[config.mk]
export PLATFORM = sky130hd
export DESIGN_NAME = qda_acq
export DESIGN_NICKNAME = d
export VERILOG_FILES = /design/src/pkg/qda_pkg.sv /design/src/hw/qda_fifo.sv /design/src/hw/qda_watchdog.sv /design/src/hw/qda_acq.sv
export SDC_FILE = /design/constraint.sdc
export NUM_CORES = 1
export LEC_CHECK = 0
export CAP_MARGIN = 30
export CORE_MARGIN = 2
export CORE_UTILIZATION = 30
export DETAILED_ROUTE_END_ITERATION = 10
export DONT_BUFFER_PORTS = 1
export PLACE_DENSITY_LB_ADDON = 0.12
export RECOVER_POWER = 100
export SETUP_SLACK_MARGIN = 0.2
export SYNTH_ARGS = -nofsm -noshare
export SYNTH_HDL_FRONTEND = slang
export SYNTH_SLANG_ARGS = --single-unit
export TNS_END_PERCENT = 50
[constraint.sdc]
create_clock -name clk_i -period 3.9 [get_ports clk_i]
set_input_delay 0.195 -clock clk_i [delete_from_list [all_inputs] [get_ports clk_i]]
set_output_delay 0.195 -clock clk_i [all_outputs]
set_load 0.01 [all_outputs]
[src/pkg/qda_pkg.sv]
// Shared constants for the quench detect acquisition block
package qda_pkg;
  localparam int unsigned CLK_HZ        = 100_000_000;
  localparam int unsigned STROBE_HZ     = 720;
  localparam int unsigned STROBE_CYC    = CLK_HZ / STROBE_HZ;
  localparam int unsigned CONV_NS       = 10_000;
  localparam int unsigned CONV_CYC      = CONV_NS / 10;
  localparam int unsigned FETCH_NS      = 80;
  localparam int unsigned FETCH_CYC     = (FETCH_NS + 9) / 10;
  localparam int unsigned ADC_WD_MS     = 1000;
  localparam int unsigned ADC_WD_CYC    = ADC_WD_MS * (CLK_HZ / 1000);
  localparam int unsigned DOUT_WD_MS    = 20;
  localparam int unsigned DOUT_WD_CYC   = DOUT_WD_MS * (CLK_HZ / 1000);
  localparam int unsigned SAMPLE_W      = 16;
  localparam int unsigned STATUS_W      = 8;
  localparam int unsigned WORD_W        = SAMPLE_W + STATUS_W;
  localparam int unsigned NUM_CH        = 8;
  localparam int unsigned FIFO_DEPTH    = 8;
  localparam int unsigned CUR_W         = 16;
  localparam int unsigned NUM_MAG       = 4;
  localparam logic [7:0]  EVT_CLK720    = 8'h01;
  localparam logic [1:0]  GAIN_NORMAL   = 2'h0;
  localparam logic [1:0]  GAIN_QUENCH   = 2'h1;
endpackage : qda_pkg

[src/hw/qda_fifo.sv]
// Sample FIFO with valid/ready on both sides
`timescale 1ns/1ps
`default_nettype none
module qda_fifo #(
  parameter int unsigned WIDTH = 24,
  parameter int unsigned DEPTH = 8
) (
  input  wire logic             clk_i,
  input  wire logic             reset_n_i,
  input  wire logic             in_valid_i,
  output logic                  in_ready_o,
  input  wire logic [WIDTH-1:0] in_data_i,
  output logic                  out_valid_o,
  input  wire logic             out_ready_i,
  output logic      [WIDTH-1:0] out_data_o
);
  localparam int unsigned AW = $clog2(DEPTH);
  logic [WIDTH-1:0] mem [DEPTH];
  logic [AW-1:0]    wr_ptr;
  logic [AW-1:0]    rd_ptr;
  logic [AW:0]      count;
  logic             push;
  logic             pop;

  assign push        = in_valid_i && in_ready_o;
  assign pop         = out_valid_o && out_ready_i;
  assign in_ready_o  = (count != (AW+1)'(DEPTH));
  assign out_valid_o = (count != '0);
  assign out_data_o  = mem[rd_ptr];

  always_ff @(posedge clk_i) begin
    if (push) begin
      mem[wr_ptr] <= in_data_i;
    end
  end

  always_ff @(posedge clk_i or negedge reset_n_i) begin
    if (!reset_n_i) begin
      wr_ptr <= '0;
      rd_ptr <= '0;
      count  <= '0;
    end else begin
      if (push) begin
        wr_ptr <= (wr_ptr == AW'(DEPTH-1)) ? '0 : wr_ptr + 1'b1;
      end
      if (pop) begin
        rd_ptr <= (rd_ptr == AW'(DEPTH-1)) ? '0 : rd_ptr + 1'b1;
      end
      case ({push, pop})
        2'b10:   count <= count + 1'b1;
        2'b01:   count <= count - 1'b1;
        default: count <= count;
      endcase
    end
  end
endmodule : qda_fifo
`default_nettype wire

[src/hw/qda_watchdog.sv]
// Restartable watchdog that latches expiry
`timescale 1ns/1ps
`default_nettype none
module qda_watchdog #(
  parameter int unsigned TIMEOUT = 100
) (
  input  wire logic clk_i,
  input  wire logic reset_n_i,
  input  wire logic kick_i,
  input  wire logic clear_i,
  output logic      expired_o
);
  logic [31:0] count;

  always_ff @(posedge clk_i or negedge reset_n_i) begin
    if (!reset_n_i) begin
      count     <= '0;
      expired_o <= 1'b0;
    end else begin
      if (kick_i) begin
        count <= '0;
      end else if (count < 32'(TIMEOUT)) begin
        count <= count + 32'h1;
      end
      // Expiry wins over clear so a stalled host cannot mask it
      if (!kick_i && count >= 32'(TIMEOUT - 1)) begin
        expired_o <= 1'b1;
      end else if (clear_i) begin
        expired_o <= 1'b0;
      end
    end
  end
endmodule : qda_watchdog
`default_nettype wire

[src/hw/qda_acq.sv]
// Quench detect acquisition: timing, ADC scan, FIFO, watchdogs and outputs
`timescale 1ns/1ps
`default_nettype none
module qda_acq
  import qda_pkg::*;
#(
  parameter int unsigned N_CH       = NUM_CH,
  parameter int unsigned N_MAG      = NUM_MAG,
  parameter int unsigned ADC_WD_CY  = ADC_WD_CYC,
  parameter int unsigned DOUT_WD_CY = DOUT_WD_CYC,
  parameter int unsigned STROBE_CY  = STROBE_CYC,
  parameter int unsigned CONV_CY    = CONV_CYC
) (
  input  wire logic                 clk_i,
  input  wire logic                 reset_n_i,
  // Event link, decoded byte with a strobe from the link receiver pin
  input  wire logic                 evt_valid_i,
  input  wire logic [7:0]           evt_code_i,
  // Real-time value link word stream
  input  wire logic                 rtv_valid_i,
  input  wire logic [7:0]           rtv_addr_i,
  input  wire logic [CUR_W-1:0]     rtv_data_i,
  input  wire logic [7:0]           rtv_base_i,
  output logic [N_MAG*CUR_W-1:0]    magnet_current_o,
  output logic                      current_update_o,
  // Scanning converter
  output logic                      sample_hold_o,
  output logic [2:0]                adc_channel_o,
  output logic                      adc_start_o,
  input  wire logic                 adc_done_i,
  input  wire logic [SAMPLE_W-1:0]  adc_data_i,
  output logic [1:0]                gain_sel_o,
  // Processor side of the FIFO
  output logic                      fifo_valid_o,
  input  wire logic                 fifo_ready_i,
  output logic [WORD_W-1:0]         fifo_data_o,
  output logic                      open_tap_o,
  // Processor control
  input  wire logic                 adc_wd_kick_i,
  input  wire logic                 dout_wd_kick_i,
  input  wire logic                 fault_req_i,
  input  wire logic                 quench_clear_i,
  input  wire logic                 bipolar_en_i,
  input  wire logic                 sextupole_en_i,
  input  wire logic                 heater_en_i,
  // Outputs to the permit module and supplies
  output logic                      quench_o,
  output logic                      bipolar_en_o,
  output logic                      sextupole_en_o,
  output logic                      heater_en_o,
  output logic                      heater_fire_o,
  output logic                      overrun_o
);
  typedef enum logic [1:0] {QDA_IDLE, QDA_CONV, QDA_WAIT, QDA_PUSH} qda_state_t;

  // Strobe inputs are synchronised: two flops, the first read only by the second; data inputs get one flop
  logic [1:0] evt_v_s;
  logic [1:0] adc_done_s;
  logic [1:0] rtv_v_s;
  logic       evt_v_q;
  logic       rtv_v_q;
  logic [7:0] evt_code_q;
  logic [7:0] rtv_addr_q;
  logic [CUR_W-1:0]    rtv_data_q;
  logic [SAMPLE_W-1:0] adc_data_q;

  always_ff @(posedge clk_i or negedge reset_n_i) begin
    if (!reset_n_i) begin
      evt_v_s    <= '0;
      adc_done_s <= '0;
      rtv_v_s    <= '0;
      evt_v_q    <= 1'b0;
      rtv_v_q    <= 1'b0;
      evt_code_q <= '0;
      rtv_addr_q <= '0;
      rtv_data_q <= '0;
      adc_data_q <= '0;
    end else begin
      evt_v_s    <= {evt_v_s[0], evt_valid_i};
      adc_done_s <= {adc_done_s[0], adc_done_i};
      rtv_v_s    <= {rtv_v_s[0], rtv_valid_i};
      evt_v_q    <= evt_v_s[1];
      rtv_v_q    <= rtv_v_s[1];
      // Data is held stable by the source across its strobe
      evt_code_q <= evt_code_i;
      rtv_addr_q <= rtv_addr_i;
      rtv_data_q <= rtv_data_i;
      adc_data_q <= adc_data_i;
    end
  end

  logic evt_rise;
  logic rtv_rise;
  logic done_rise;
  logic done_d;
  assign evt_rise  = evt_v_s[1] && !evt_v_q;
  assign rtv_rise  = rtv_v_s[1] && !rtv_v_q;
  assign done_rise = adc_done_s[1] && !done_d;

  always_ff @(posedge clk_i or negedge reset_n_i) begin
    if (!reset_n_i) begin
      done_d <= 1'b0;
    end else begin
      done_d <= adc_done_s[1];
    end
  end

  // Strobe timing: free-runs at 720 Hz, re-phased by each clock event
  logic [31:0] period_cnt;
  logic        strobe;
  assign strobe = (evt_rise && evt_code_q == EVT_CLK720) ||
                  (period_cnt >= 32'(STROBE_CY - 1));

  always_ff @(posedge clk_i or negedge reset_n_i) begin
    if (!reset_n_i) begin
      period_cnt    <= '0;
      sample_hold_o <= 1'b0;
    end else begin
      period_cnt    <= strobe ? '0 : period_cnt + 32'h1;
      sample_hold_o <= strobe;
    end
  end

  // Scan sequencer
  qda_state_t          state;
  logic [2:0]          chan;
  logic [31:0]         conv_cnt;
  logic                push_valid;
  logic                push_ready;
  logic [WORD_W-1:0]   push_word;

  always_ff @(posedge clk_i or negedge reset_n_i) begin
    if (!reset_n_i) begin
      state         <= QDA_IDLE;
      chan          <= '0;
      conv_cnt      <= '0;
      adc_start_o   <= 1'b0;
      adc_channel_o <= '0;
      push_valid    <= 1'b0;
      push_word     <= '0;
      overrun_o     <= 1'b0;
    end else begin
      adc_start_o <= 1'b0;
      if (strobe && state != QDA_IDLE) begin
        overrun_o <= 1'b1;
      end else if (quench_clear_i) begin
        overrun_o <= 1'b0;
      end
      case (state)
        QDA_IDLE: begin
          if (strobe) begin
            chan          <= '0;
            adc_channel_o <= '0;
            adc_start_o   <= 1'b1;
            conv_cnt      <= '0;
            state         <= QDA_CONV;
          end
        end
        QDA_CONV: begin
          // Fixed slot per channel keeps the scan rate deterministic
          conv_cnt <= conv_cnt + 32'h1;
          if (done_rise) begin
            push_word  <= {open_tap_status(adc_data_q), 4'h0, chan, adc_data_q};
          end
          if (conv_cnt >= 32'(CONV_CY - 1)) begin
            state <= QDA_PUSH;
          end
        end
        QDA_PUSH: begin
          push_valid <= 1'b1;
          state      <= QDA_WAIT;
        end
        QDA_WAIT: begin
          // Back-pressure from the FIFO stalls the scan
          if (push_valid && push_ready) begin
            push_valid <= 1'b0;
            if (chan == 3'(N_CH - 1)) begin
              state <= QDA_IDLE;
            end else begin
              chan          <= chan + 3'h1;
              adc_channel_o <= chan + 3'h1;
              adc_start_o   <= 1'b1;
              conv_cnt      <= '0;
              state         <= QDA_CONV;
            end
          end
        end
        default: state <= QDA_IDLE;
      endcase
    end
  end

  // Status byte: open-tap flag on top bit
  function automatic logic open_tap_status(input logic [SAMPLE_W-1:0] s);
    open_tap_status = s[SAMPLE_W-1];
  endfunction : open_tap_status

  logic f_valid;
  logic [WORD_W-1:0] f_data;
  qda_fifo #(
    .WIDTH (WORD_W),
    .DEPTH (FIFO_DEPTH)
  ) u_fifo (
    .clk_i       (clk_i),
    .reset_n_i   (reset_n_i),
    .in_valid_i  (push_valid),
    .in_ready_o  (push_ready),
    .in_data_i   (push_word),
    .out_valid_o (f_valid),
    // Pop exactly when the output register loads, so no word is shown twice
    .out_ready_i (!fifo_valid_o),
    .out_data_o  (f_data)
  );

  // Registered output stage; one word per two cycles is well inside 80 ns
  always_ff @(posedge clk_i or negedge reset_n_i) begin
    if (!reset_n_i) begin
      fifo_valid_o <= 1'b0;
      fifo_data_o  <= '0;
      open_tap_o   <= 1'b0;
    end else begin
      if (fifo_valid_o && fifo_ready_i) begin
        fifo_valid_o <= 1'b0;
      end else if (f_valid && !fifo_valid_o) begin
        fifo_valid_o <= 1'b1;
        fifo_data_o  <= f_data;
        open_tap_o   <= f_data[WORD_W-1];
      end
    end
  end

  // Current extraction from the real-time value link
  genvar g;
  generate
    for (g = 0; g < N_MAG; g++) begin : g_cur
      always_ff @(posedge clk_i or negedge reset_n_i) begin
        if (!reset_n_i) begin
          magnet_current_o[g*CUR_W +: CUR_W] <= '0;
        end else if (rtv_rise && rtv_addr_q == rtv_base_i + 8'(g)) begin
          magnet_current_o[g*CUR_W +: CUR_W] <= rtv_data_q;
        end
      end
    end
  endgenerate

  always_ff @(posedge clk_i or negedge reset_n_i) begin
    if (!reset_n_i) begin
      current_update_o <= 1'b0;
    end else begin
      current_update_o <= rtv_rise && rtv_addr_q >= rtv_base_i &&
                          rtv_addr_q < rtv_base_i + 8'(N_MAG);
    end
  end

  // Watchdogs
  logic adc_wd_exp;
  logic dout_wd_exp;
  qda_watchdog #(
    .TIMEOUT (ADC_WD_CY)
  ) u_adc_wd (
    .clk_i     (clk_i),
    .reset_n_i (reset_n_i),
    .kick_i    (adc_wd_kick_i),
    .clear_i   (quench_clear_i),
    .expired_o (adc_wd_exp)
  );
  qda_watchdog #(
    .TIMEOUT (DOUT_WD_CY)
  ) u_dout_wd (
    .clk_i     (clk_i),
    .reset_n_i (reset_n_i),
    .kick_i    (dout_wd_kick_i),
    .clear_i   (quench_clear_i),
    .expired_o (dout_wd_exp)
  );

  // Quench latch: set beats clear so a fault in the clear cycle survives
  always_ff @(posedge clk_i or negedge reset_n_i) begin
    if (!reset_n_i) begin
      quench_o <= 1'b0;
    end else if (fault_req_i || adc_wd_exp) begin
      quench_o <= 1'b1;
    end else if (quench_clear_i) begin
      quench_o <= 1'b0;
    end
  end

  always_ff @(posedge clk_i or negedge reset_n_i) begin
    if (!reset_n_i) begin
      gain_sel_o <= GAIN_NORMAL;
    end else begin
      gain_sel_o <= (quench_o || fault_req_i) ? GAIN_QUENCH : GAIN_NORMAL;
    end
  end

  always_ff @(posedge clk_i or negedge reset_n_i) begin
    if (!reset_n_i) begin
      bipolar_en_o   <= 1'b0;
      sextupole_en_o <= 1'b0;
      heater_en_o    <= 1'b0;
      heater_fire_o  <= 1'b0;
    end else begin
      bipolar_en_o   <= bipolar_en_i;
      sextupole_en_o <= sextupole_en_i;
      heater_en_o    <= heater_en_i || dout_wd_exp;
      heater_fire_o  <= dout_wd_exp;
    end
  end
endmodule : qda_acq
`default_nettype wire

# Word-level counts from Yosys, hierarchy flattened
# Memory sizes are Yosys's and may differ from the RTL's.
# Cells that the tools add are included.
[totals]
ff_bits = 323
mem_bits_rw = 160
inputBits = 69
out_inout_bits = 104
word_cells = 164
mem_count = 1
[op_classes]
n_addsub = 13
magnitude_cmp = 8
n_eq_ne = 18
muxes = 37
n_bitwise = 1
reduce_logical = 46
[memory_table]
columns = ["name", "words", "word_bits", "rd", "rd_clocked_by_memory_dff", "wr", "line_no", "rtl"]
rows = [
  ["u_fifo.mem", 8, 20, 1, 0, 1, "qda_fifo.sv:18", "logic [WIDTH-1:0] mem [DEPTH];"],
]
[op_table]
columns = ["op", "count"]
rows = [
  ["$mux W32", 8],
  ["$add A32 B1 Y32 const B", 4],
  ["$pmux W32 S3", 1],
  ["$eq A8 B8 Y1", 4],
  ["$ge A32 B10 Y1 const B", 1],
  ["$ge A32 B18 Y1 const B", 1],
  ["$ge A32 B21 Y1 const B", 1],
  ["$ge A32 B27 Y1 const B", 1],
  ["$lt A32 B21 Y1 const B", 1],
  ["$lt A32 B27 Y1 const B", 1],
  ["$reduce_bool A2 Y1", 11],
  ["$add A8 B2 Y8 const B", 2],
  ["$logic_and A1 B1 Y1", 16],
  ["$mux W1", 15],
  ["$mux W3", 5],
  ["$add A3 B1 Y3 const B", 3],
  ["$eq A3 B3 Y1 const B", 3],
  ["$add A8 B1 Y8 const B", 1],
  ["$add A8 B3 Y8 const B", 1],
  ["$eq A8 B1 Y1 const B", 1],
  ["$ge A8 B8 Y1", 1],
  ["$lt A8 B8 Y1", 1],
  ["$pmux W2 S4", 1],
  ["$pmux W4 S2", 1],
  ["19 further kinds", 38],
]

# Longest topological paths before layout
# Gate-level depths: netlist of the first run.
[logic_depth]
word_depth = 6
mapped_depth = 10
depth_no_buf = 9

# Hierarchy
# A second synthesis of the first run with hierarchy kept.
[hier_totals]
cells_unflattened = 1489
hier_area_um2 = 21662.0
[modules_own_cells]
columns = ["mod", "n_inst", "cells_each", "area_each_um2", "seq_area_each_um2"]
rows = [
  ["qda_acq", 1, 772, 10012.1, 6130.9],
  ["qda_fifo", 1, 344, 8074.0, 6015.8],
  ["qda_watchdog (u_adc_wd)", 1, 196, 1846.8, 825.8],
  ["qda_watchdog (u_dout_wd)", 1, 177, 1729.2, 825.8],
]

# Worst setup path after synthesis of the first run
# Ideal clock, no wire load.
[synth_path]
path_type = "reg-to-reg"
startpoint = "register u_fifo.count[3]"
endpoint = "memory u_fifo.mem[0][0] (netlist name), enable pin"
setup_time_ps = 443
arrival_time_ps = 2746
required_time_ps = 3457
setup_slack_ps = 710
stages_incl_launch_ff = 5
path_buffers = 1
period_less_slack_ps = 3190
path_cell_list = "dfrtp_1 or4b_2 nand2_1 clkbuf_1 nor4_1"
[synth_via]
elab_chain_cells = 4
[synth_lines]
columns = ["element", "line_no", "rtl"]
rows = [
  ["start, declared", "qda_fifo.sv:21", "logic [AW:0] count;"],
  ["start signal, assigned", "qda_fifo.sv:50", "2'b10: count <= count + 1'b1;"],
  ["start signal, assigned", "qda_fifo.sv:51", "2'b01: count <= count - 1'b1;"],
  ["start signal, assigned", "qda_fifo.sv:52", "default: count <= count;"],
  ["$ne A4 B4 Y1", "qda_fifo.sv:27", "assign in_ready_o = (count != (AW+1)'(DEPTH));"],
  ["$logic_and A1 B1 Y1", "qda_fifo.sv:25", "assign push = in_valid_i && in_ready_o;"],
  ["$mux W1", "qda_fifo.sv:32", "if (push) begin"],
  ["$mux W1 (not written as such)", "qda_fifo.sv:33", "mem[wr_ptr] <= in_data_i;"],
  ["end, declared", "qda_fifo.sv:18", ""],
]
# Every way passes these cells.

# Final worst setup path of the first run
[layout_path]
startpoint = "register u_adc_wd.count[28]"
endpoint = "register u_adc_wd.count[18]"
[layout_via]
elab_chain_cells = 2
[layout_lines]
columns = ["element", "line_no", "rtl"]
rows = [
  ["start, declared", "qda_watchdog.sv:13", "logic [31:0] count;"],
  ["start signal, assigned", "qda_watchdog.sv:23", "count <= count + 32'h1;"],
  ["$lt A32 B27 Y1", "qda_watchdog.sv:22", "end else if (count < 32'(TIMEOUT)) begin"],
  ["$reduce_bool A2 Y1 (no line)", "-", ""],
]
# Every way passes these cells.
# A chain may end at the register's enable or synchronous reset.

==> results.cfg, run 1 <==
[run_status]
status = finished, violations left
violations = negative hold slack, max-capacitance violations, max-slew violations

[place]
gp_congestion = 0.731
dp_hpwl_microns = 26600
dpl.cell_count = 2254
place_area_sq_mm = 0.0204
place_ws_ns = 0.950
port_buffers = 0

[setup_path]
slowest_stage = a21boi_0
path_buf_inv = 1
critPathKind = reg -> reg
path_max_fanout = 12
slowest_delay_ns = 0.70
end_kind = register
crit_family = simple AND/OR/NAND/NOR gates
crit_arrival_ns = 3.79
startpoint_type = register
cp.required_ns = 4.43
rr_startpoint = u_adc_wd.count[28]
crit_chain = or4_1 -> a211oi_1 -> a21boi_0 -> clkbuf_1 -> nand3_1 -> or3_1 -> a21oi_1
r2r_slack_ns = 0.64
timing.rr.end = u_adc_wd.count[18]
reg2reg_depth = 7

[pwr]
comb_power_share = 0.165
swShare = 0.289
p_leak_nw = 9.12
power_mw = 14.5
p_per_area_mw_per_mm2 = 637
vdd_ir_drop_max_v = 0.000318
p_seq_frac = 0.475
p_sw_mw = 4.20
internal_power_mw = 10.3
clkPwrFrac = 0.361

[sta]
finalMaxSlewViolations = 100
fin_skew_ns = 0.0181
rsz0062_at_grt = no
period_minus_slack_ns = 3.26
finalSetupViolCount = 0
maxSlewHeadroom = -0.632
finalSetupTns_ns = 0
period_share = 0.836
layout_setup_ws_ns = 0.641
whs_ns = -0.708
hold_viol_final = 316
max_freq_ghz = 0.307
worst_slew_pin_slew_ns = 2.44

[floorplanning]
ios = 173
fp-row-count = 92
start_util = 0.305
die_w_microns = 258
dieArea_sq_mm = 0.0664
design.core.area_sq_mm = 0.0633
die-height_microns = 258

[clocking]
cts-hold-fix-buffers = 64
cts-root-buf = clkbuf_16
clk_latency_ns = 0.62
cts_made_buffers = 54
clk_pin_slew_ns = 0.06
cts_resized = 0
cts_sinks = 468
cts_tree = done
postCtsSetupRepairBufs = 0
h-tree-depth = 2
clk_path_buf_depth = 3

[finish]
drive_gt1_frac = 0.151
post-route-cell-area_sq_mm = 0.0228
final-instance-count-excl-fill = 2421
area_growth_pct = 18.0
final_util = 0.360
layout.filler_cells = 6139
nNetsFinal = 1631

[routing]
drt_wl_total_microns = 44000
vias_per_cell = 4.72
dr.first_iter.drc_count = 585
ant_nets = 0
post_drt_wl_per_cell_microns = 18.2
drt_pass1_iterations = 4
vias = 11400
drc = 0

[global_routing]
grt_usage = 0.134
grt_pass1_wl_microns = 70400
antenna_found_initial = 2
overflow = 0
grt_max_degree = 317
grt_pass1_vias = 11800

[worst_hold_path]
hold_class = in -> async

[synth]
ys_async_sr_fraction = 0.675
ys_ff_latch = 468
netlist_instances = 1432
synthFlopType = dfrtp_1
post_synth_num_cell_types = 68
syn_area_sq_mm = 0.0193
ys_warn_count = 0
synth_edf_count = 152
ys_seq_area_frac = 0.646
syn_area_per_cell_sq_um = 13.5

[flow_run]
drv_cap = 5
## worst reg2reg max path, delay by kind of cell, from the launching register on
kind	cells	cell delay, ns
AND/OR/NAND/NOR	3	1.24
AO/OA/AOI/OAI	3	1.06
buffers and inverters	1	0.51
flip-flops	1	0.36
## how the worst max path moves through the flow
stage / startpoint / to / cells after the start
floorplan: u_fifo.count[3] / u_fifo.mem[0][0] / 4
global placement: u_fifo.count[1] / u_fifo.count[3] / 9
detailed placement: u_fifo.count[1] / u_fifo.count[3] / 9
CTS: u_fifo.count[1] / u_fifo.count[3] / 9
global route: u_fifo.rd_ptr[0] / fifo_data_o[7] / 4
finish: u_adc_wd.count[28] / u_adc_wd.count[18] / 7
## final cells by class
type | instances | area (sq um) | share of cell area
Clock buffer | 70 | 1490 | 0.0655
Inverter | 37 | 139 | 0.00610
Timing Repair Buffer | 89 | 830 | 0.0364
Sequential cell | 468 | 12500 | 0.548
Tap cell | 846 | 1060 | 0.0465
Multi-Input combinational cell | 879 | 6420 | 0.282
Clock inverter | 31 | 363 | 0.0159
Antenna cell | 1 | 2.50 | 0.000110
## layer usage
| metal | wire length, microns | GRT usage | up-vias |
|---|---|---|---|
| met1 | 20200 | 0.180 | 5752 |
| met3 | 2100 | 0.0301 | 76 |
| met2 | 20600 | 0.214 | 190 |
| met5 | 13 | 0 | - |
| met4 | 1150 | 0.0456 | 2 |
| li1 | - | - | 5404 |
## state kept, by name, summed over array words and instances, names as in the netlist, 19 cells and up
name	cells
u_fifo.mem	152
magnet_current_o	64
conv_cnt	32
period_cnt	32
u_adc_wd.count	32
u_dout_wd.count	32
fifo_data_o	19
push_word	19
## cells in the final DEF (no fill, tap or decap), types with 38 or more instances in the layout
cell type / count
dfrtp_1: 315
edfxtp_1: 152
nor2_1: 127
mux2_2: 88
o21ai_0: 67
a21oi_1: 67
nand2_1: 63
dlygate4sd3_1: 62
clkbuf_16: 55
nand4_1: 42
nand3_1: 42
mux4_2: 38
## cell families after synthesis
group | count (synthesis) | share of synthesized area
buffers and inverters | 103 | 0.0237
other | 1 | 0.000194
flip-flops | 468 | 0.646
AO/OA/AOI/OAI | 185 | 0.0572
multiplexers | 150 | 0.108
adder cells (fa/ha/maj) | 33 | 0.0218
XOR/XNOR | 69 | 0.0317
AND/OR/NAND/NOR | 423 | 0.111
## synthesized netlist by cell type (8+ instances only)
master,number,area (sq um)
dfrtp_1,316,7910
edfxtp_1,152,4560
nor2_1,128,480
mux2_2,88,991
a21oi_1,67,335
o21ai_0,66,330
nand2_1,63,236
clkbuf_1,48,180
nand3_1,42,210
nand4_1,42,263
mux4_2,38,856
inv_1,36,135
xnor2_1,35,307
xor2_1,33,289
ha_1,32,400
mux2i_1,24,240
nor2b_1,24,150
nor4_1,23,144
nor3_1,21,105
or3_1,18,113
and3_1,17,106
a31oi_1,11,68.8
and4_1,10,87.6
buf_4,8,60.1
## power groups by stage
stage | logic [mW] | clock network (mW) | registers (mW)
detailed placement | 2.42 | 0 | 7.01
finish | 2.39 | 5.24 | 6.89
floorplan | 1.94 | 0 | 6.56
CTS | 2.50 | 5.42 | 6.92
global route | 2.69 | 5.62 | 7.02
global placement | 2.39 | 0 | 6.99
No activity file was read; power rests on OpenSTA's default activity.
==> run 2, diff against run 1 <==
--- a/config.mk
+++ b/config.mk
@@ -5,6 +5,7 @@
 export SDC_FILE = /design/constraint.sdc
 export NUM_CORES = 1
 export LEC_CHECK = 0
+export ABC_AREA = 1
 export CAP_MARGIN = 30
 export CORE_MARGIN = 2
 export CORE_UTILIZATION = 30
==> constraint.sdc (replaced) <==
create_clock -name clk_i -period 2.8 [get_ports clk_i]
set_input_delay 0.14 -clock clk_i [delete_from_list [all_inputs] [get_ports clk_i]]
set_output_delay 0.14 -clock clk_i [all_outputs]
set_load 0.01 [all_outputs]
==> run 2 against run 1 <==
The run ends with negative hold slack left. Sequential power rose by 36%. Global-route usage up 1.0 points. Synthesized cell count is 48% higher. Critical path type unchanged. Largest cell class unchanged.
==> results.cfg, run 2 <==
[run_status]
status = finished, violations left
violations = negative hold slack

[setup_path]
path_max_fanout = 13
crit_family = buffers and inverters
path_buf_inv = 2
reg2reg_depth = 7
crit_chain = nor2_1 -> nand3_1 -> nand2_1 -> nor2_1 -> inv_1 -> nor2_1 -> clkbuf_1
startpoint_type = register
end_kind = register
critPathKind = reg -> reg
slowest_delay_ns = 0.81
cp_common_cell = nor2_1
slowest_stage = clkbuf_1
cp.required_ns = 3.01
path_depth = 7
crit_arrival_ns = 2.61

[clocking]
h-tree-depth = 2
cts-root-buf = clkbuf_16
clk_latency_ns = 0.59
clk_path_buf_depth = 3
cts-hold-fix-buffers = 61
cts_sinks = 468
cts_made_buffers = 54
cts_tree = done
clk_pin_slew_ns = 0.06

[sta]
maxSlewHeadroom = 0.198
finalSetupViolCount = 0
whs_ns = -0.747
finalMaxSlewViolations = 0
max_freq_ghz = 0.417
worst_slew_pin_slew_ns = 1.20
rsz0062_at_grt = no
period_minus_slack_ns = 2.40
fin_skew_ns = 0.0133
finalSetupTns_ns = 0
layout_setup_ws_ns = 0.400
period_share = 0.857
hold_viol_final = 316

[synth]
ys_async_sr_fraction = 0.675
synthXorXnorAreaFrac = 0.0266
yosys-top-cells-count = 537 x nand2_1, 316 x dfrtp_1, 272 x nor2_1
yosys.area.top_type = dfrtp_1
synth-simple-area-share = 0.211
syn_area_per_cell_sq_um = 9.75
synth_compound_area_frac = 0.0697
ys_warn_count = 0
synth_mux_area_frac = 0.0196
post_synth_num_cell_types = 53
yosysMostFrequentCell = nand2_1
syn_area_sq_mm = 0.0206
ys_seq_area_frac = 0.605
synth.area.top_cells = dfrtp_1 38%, edfxtp_1 22%, nand2_1 9.8%, nor2_1 5.0%, nand3_1 2.9%
yosys.area_share.adder = 0.0204
netlist_instances = 2115
synthFlopType = dfrtp_1
ys_ff_latch = 468
synth_edf_count = 152
synth_top_area_frac = 0.384
synth_top_family_by_area = simple AND/OR/NAND/NOR gates

[floorplanning]
dieArea_sq_mm = 0.0708
ios = 173
fp-row-count = 96
start_util = 0.302
die-height_microns = 266
design.core.area_sq_mm = 0.0683
die_w_microns = 266

[pwr]
power_mw = 20.1
p_per_area_mw_per_mm2 = 837
vdd_ir_drop_max_v = 0.000654
p_leak_nw = 10.4

[finish]
reg.largest.list = u_fifo.mem: 152 flops, magnet_current_o: 64 flops
layout.filler_cells = 6892
post-route-cell-area_sq_mm = 0.0241
final_common_cell = nand2_1
multi_input_area_sq_mm = 0.00724
final_util = 0.352
drive_gt1_frac = 0.0696
nNetsFinal = 2314
final_cell_mix = 537 x nand2_1, 315 x dfrtp_1, 269 x nor2_1, 158 x inv_1, 152 x edfxtp_1
largest_register = u_fifo.mem
regArea_sq_mm = 0.0125
area_growth_pct = 16.7
final-instance-count-excl-fill = 3138
largest_reg_flops = 152

[global_routing]
grt_max_degree = 317
antenna_found_initial = 2
grt_pass1_wl_microns = 81400
overflow = 0
grt_usage = 0.144
grt_pass1_vias = 14700

[routing]
dr.first_iter.drc_count = 744
drt_wl_total_microns = 50500
vias_per_cell = 4.65
post_drt_wl_per_cell_microns = 16.1
drc = 0
ant_nets = 0
drt_pass1_iterations = 5
vias = 14600

[place]
place_area_sq_mm = 0.0218
dpl.cell_count = 2976
gp_congestion = 0.814
place_ws_ns = 0.477
dp_hpwl_microns = 32400
port_buffers = 0

[flow_run]
drv_cap = 0

[worst_hold_path]
hold_class = in -> async
run 2: layout make-up:
| type | instances | share of cell area |
|---|---|---|
| clock buffer | 71 | 0.0630 |
| multi-input combinational | 1425 | 0.301 |
| sequential | 468 | 0.518 |
| inverter | 167 | 0.0261 |
| timing repair buffer | 96 | 0.0345 |
| clock inverter | 28 | 0.0111 |
| tap | 882 | 0.0459 |
| antenna | 1 | 0.000104 |
run 2: cell families after synthesis:
group / Yosys count
flops: 468
buf+inv: 240
xor+xnor: 61
compound gates: 233
mux: 38
fa+ha+maj: 33
simple gates: 1041
other cells: 1
run 2: per-layer routing:
layer  part of all wire  track usage  vias to the layer above
li1                   -            -                     7200
met1               0.45        0.185                     7091
met2               0.48        0.244                      246
met3              0.049       0.0309                       67
met4              0.020       0.0404                        2
met5            0.00022            0                        -
run 2: path summary, 6_finish.rpt:
| kind | to | slack [ns] | start |
|---|---|---|---|
| worst max-delay path | u_fifo.mem[3][6] | 0.40 | u_fifo.count[0] |
| worst min-delay path | adc_data_q[5] | -0.75 | reset_n_i |
| worst max register to register | u_fifo.mem[3][6] | 0.40 | u_fifo.count[0] |
| worst min register to register | rtv_v_s[1] | 0.35 | rtv_v_s[0] |
| max in group asynchronous | conv_cnt[4] | 2.57 | reset_n_i |
| min in group clk_i | current_update_o | 0.10 | rtv_base_i[0] |
run 2: power breakdown:
group | leakage [nW] | internal [mW] | switching [mW] | total, mW
Sequential | 5.50 | 8.43 | 0.909 | 9.34
Clock | 0.882 | 4.25 | 2.83 | 7.08
Combinational | 3.99 | 1.30 | 2.41 | 3.71
run 2: repair_timing:
action / 4_1_cts / 5_1_grt
resized for setup: 0 / 0
endpoints found under the hold margin: 449 / 316
buffers inserted: 0 / 0
==> run 3, diff against run 2 <==
--- a/config.mk
+++ b/config.mk
@@ -5,13 +5,14 @@
 export SDC_FILE = /design/constraint.sdc
 export NUM_CORES = 1
 export LEC_CHECK = 0
-export ABC_AREA = 1
 export CAP_MARGIN = 30
+export CELL_PAD_IN_SITES_DETAIL_PLACEMENT = 1
+export CELL_PAD_IN_SITES_GLOBAL_PLACEMENT = 2
 export CORE_MARGIN = 2
 export CORE_UTILIZATION = 30
 export DETAILED_ROUTE_END_ITERATION = 10
 export DONT_BUFFER_PORTS = 1
-export PLACE_DENSITY_LB_ADDON = 0.12
+export PLACE_DENSITY = 0.7
 export RECOVER_POWER = 100
 export SETUP_SLACK_MARGIN = 0.2
 export SYNTH_ARGS = -nofsm -noshare
==> run 3 against run 2 <==
The run still ends with negative hold slack left. Combinational power down 2%. Highest routed layer is now met4. Non-clock buffer count rose by 10. Clock skew is 0.0072 ns higher. Cell count shrank 23%. Critical endpoint is now magnet_current_o[34]. Sequential share of layout area increased by 2.8 points. Via count is 20% lower. Core utilization up 0.84 points. Worst hold slack got worse by 0.0028 ns. First-iteration DRC count shrank 24%. Die area shrank 6.2%. Critical path depth rose by 2.
==> results.cfg, run 3 (synthesis results as in run 1) <==
[run_status]
status = finished, violations left
violations = negative hold slack

[global_routing]
antenna_found_initial = 0
overflow = 0
grt_max_degree = 317
grt_pass1_vias = 12900
grt_pass1_wl_microns = 73700
grt_usage = 0.139

[sta]
finalSetupViolCount = 0
max_freq_ghz = 0.375
maxSlewHeadroom = 0.376
fin_skew_ns = 0.0204
layout_setup_ws_ns = 0.136
period_minus_slack_ns = 2.66
worst_slew_pin_slew_ns = 0.932
rsz0062_at_grt = yes
hold_viol_final = 316
whs_ns = -0.749
period_share = 0.951
finalSetupTns_ns = 0
finalMaxSlewViolations = 0

[finish]
area_growth_pct = 18.2
reg.largest.list = u_fifo.mem: 152 flops, magnet_current_o: 64 flops
largest_register = u_fifo.mem
antenna_cells = 0
final_util = 0.360
final_cell_mix = 315 x dfrtp_1, 152 x edfxtp_1, 125 x nor2_1, 74 x mux2_2, 67 x a21oi_1
largest_reg_flops = 152
drive_gt1_frac = 0.163
nNetsFinal = 1644
final_common_cell = dfrtp_1
final-instance-count-excl-fill = 2426

[place]
dp_hpwl_microns = 28100
port_buffers = 0
gp_congestion = 0.774
place_ws_ns = 0.161
dpl.cell_count = 2268

[floorplanning]
design.core.area_sq_mm = 0.0633
dieArea_sq_mm = 0.0664
die_w_microns = 258
fp-row-count = 92
ios = 173
die-height_microns = 258
start_util = 0.305

[routing]
vias = 11700
drc = 0
post_drt_wl_per_cell_microns = 18.7
drt_wl_total_microns = 45300
drt_pass1_iterations = 4
dr.first_iter.drc_count = 562
ant_nets = 0
vias_per_cell = 4.84

[clocking]
clk_latency_ns = 0.59
cts-root-buf = clkbuf_16
cts_made_buffers = 50
clk_path_buf_depth = 3
cts-hold-fix-buffers = 63
h-tree-depth = 2
clk_pin_slew_ns = 0.06
cts_sinks = 468
cts_tree = done

[pwr]
p_per_area_mw_per_mm2 = 858
clkPwrFrac = 0.333
p_leak_nw = 9.15
vdd_ir_drop_max_v = 0.000444
p_seq_frac = 0.482
internal_power_mw = 13.9
swShare = 0.291
comb_power_share = 0.185
p_sw_mw = 5.70

[setup_path]
timing.rr.end = magnet_current_o[34]
rr_startpoint = rtv_addr_q[0]
crit_arrival_ns = 3.13
cp.required_ns = 3.26
reg2reg_depth = 9
critPathCapture = magnet_current_o[34]
critPathLaunch = rtv_addr_q[0]
critPathKind = reg -> reg
end_kind = register
path_max_fanout = 7
startpoint_type = register
r2r_slack_ns = 0.14

[worst_hold_path]
hold_class = in -> async

[flow_run]
drv_cap = 0
==> run 3: per-layer routing <==
| metal | share of wire | vias to the layer above | GRT usage |
|---|---|---|---|
| met1 | 0.43 | 6082 | 0.173 |
| met4 | 0.027 | 0 | 0.0432 |
| met5 | 0 | - | 0 |
| met3 | 0.041 | 83 | 0.0283 |
| li1 | - | 5404 | - |
| met2 | 0.50 | 161 | 0.242 |
==> run 3: power by group through the flow <==
stage,Combinational (mW),Clock [mW],Sequential (mW)
after floorplan,2.71,0,9.14
after global placement,3.55,0,9.48
after detailed placement,3.65,0,9.57
after CTS,3.78,6.76,9.45
after global routing,4.03,7.01,9.61
final,3.63,6.53,9.43
==> run 3: critical path, stage by stage (launching register included) <==
cell,delay [ns]
dfrtp_1,0.33
inv_1,0.07
ha_4,0.26
nand3b_1,0.10
or4_4,0.48
or3_4,0.35
a311oi_4,0.31
buf_6,0.15
buf_6,0.16
mux2_1,0.33
==> run 3: how the worst min path moves through the flow <==
stage               from                 end  slack, ns  cells past startpoint
5_1_grt        reset_n_i  u_dout_wd.count[9]      -0.79                      0
3_5_place_dp   reset_n_i  u_dout_wd.count[5]      -0.15                      0
4_1_cts        reset_n_i  u_dout_wd.count[7]      -0.79                      0
2_1_floorplan  reset_n_i       adc_data_q[0]      -0.16                      0
6_report       reset_n_i  u_dout_wd.count[5]      -0.75                      0
3_3_place_gp   reset_n_i  u_dout_wd.count[0]      -0.14                      0
==> run 3: stage by stage <==
step	instance area [sq um]	total power, mW
after floorplan	19400	11.9
after global placement	20600	13.0
after detailed placement	20600	13.2
after CTS	22900	20.0
final	22800	19.6
after global routing	22800	20.7
==> run 3: final cells by class <==
cell class                      instances  area, sq um
Clock inverter                         24          243
Tap cell                              846         1060
Fill cell                            6684        40500
Inverter                               37          139
Clock buffer                           66         1360
Sequential cell                       468        12500
Multi-Input combinational cell        879         6580
Timing Repair Buffer                  106          970
==> run 3: what timing repair did <==
item,CTS,global route
setup buffers,4,0
endpoints found under the setup margin,16,30
cloned,1,0
endpoints found under the hold margin,441,316
resized for setup,14,7
pin swaps,5,3
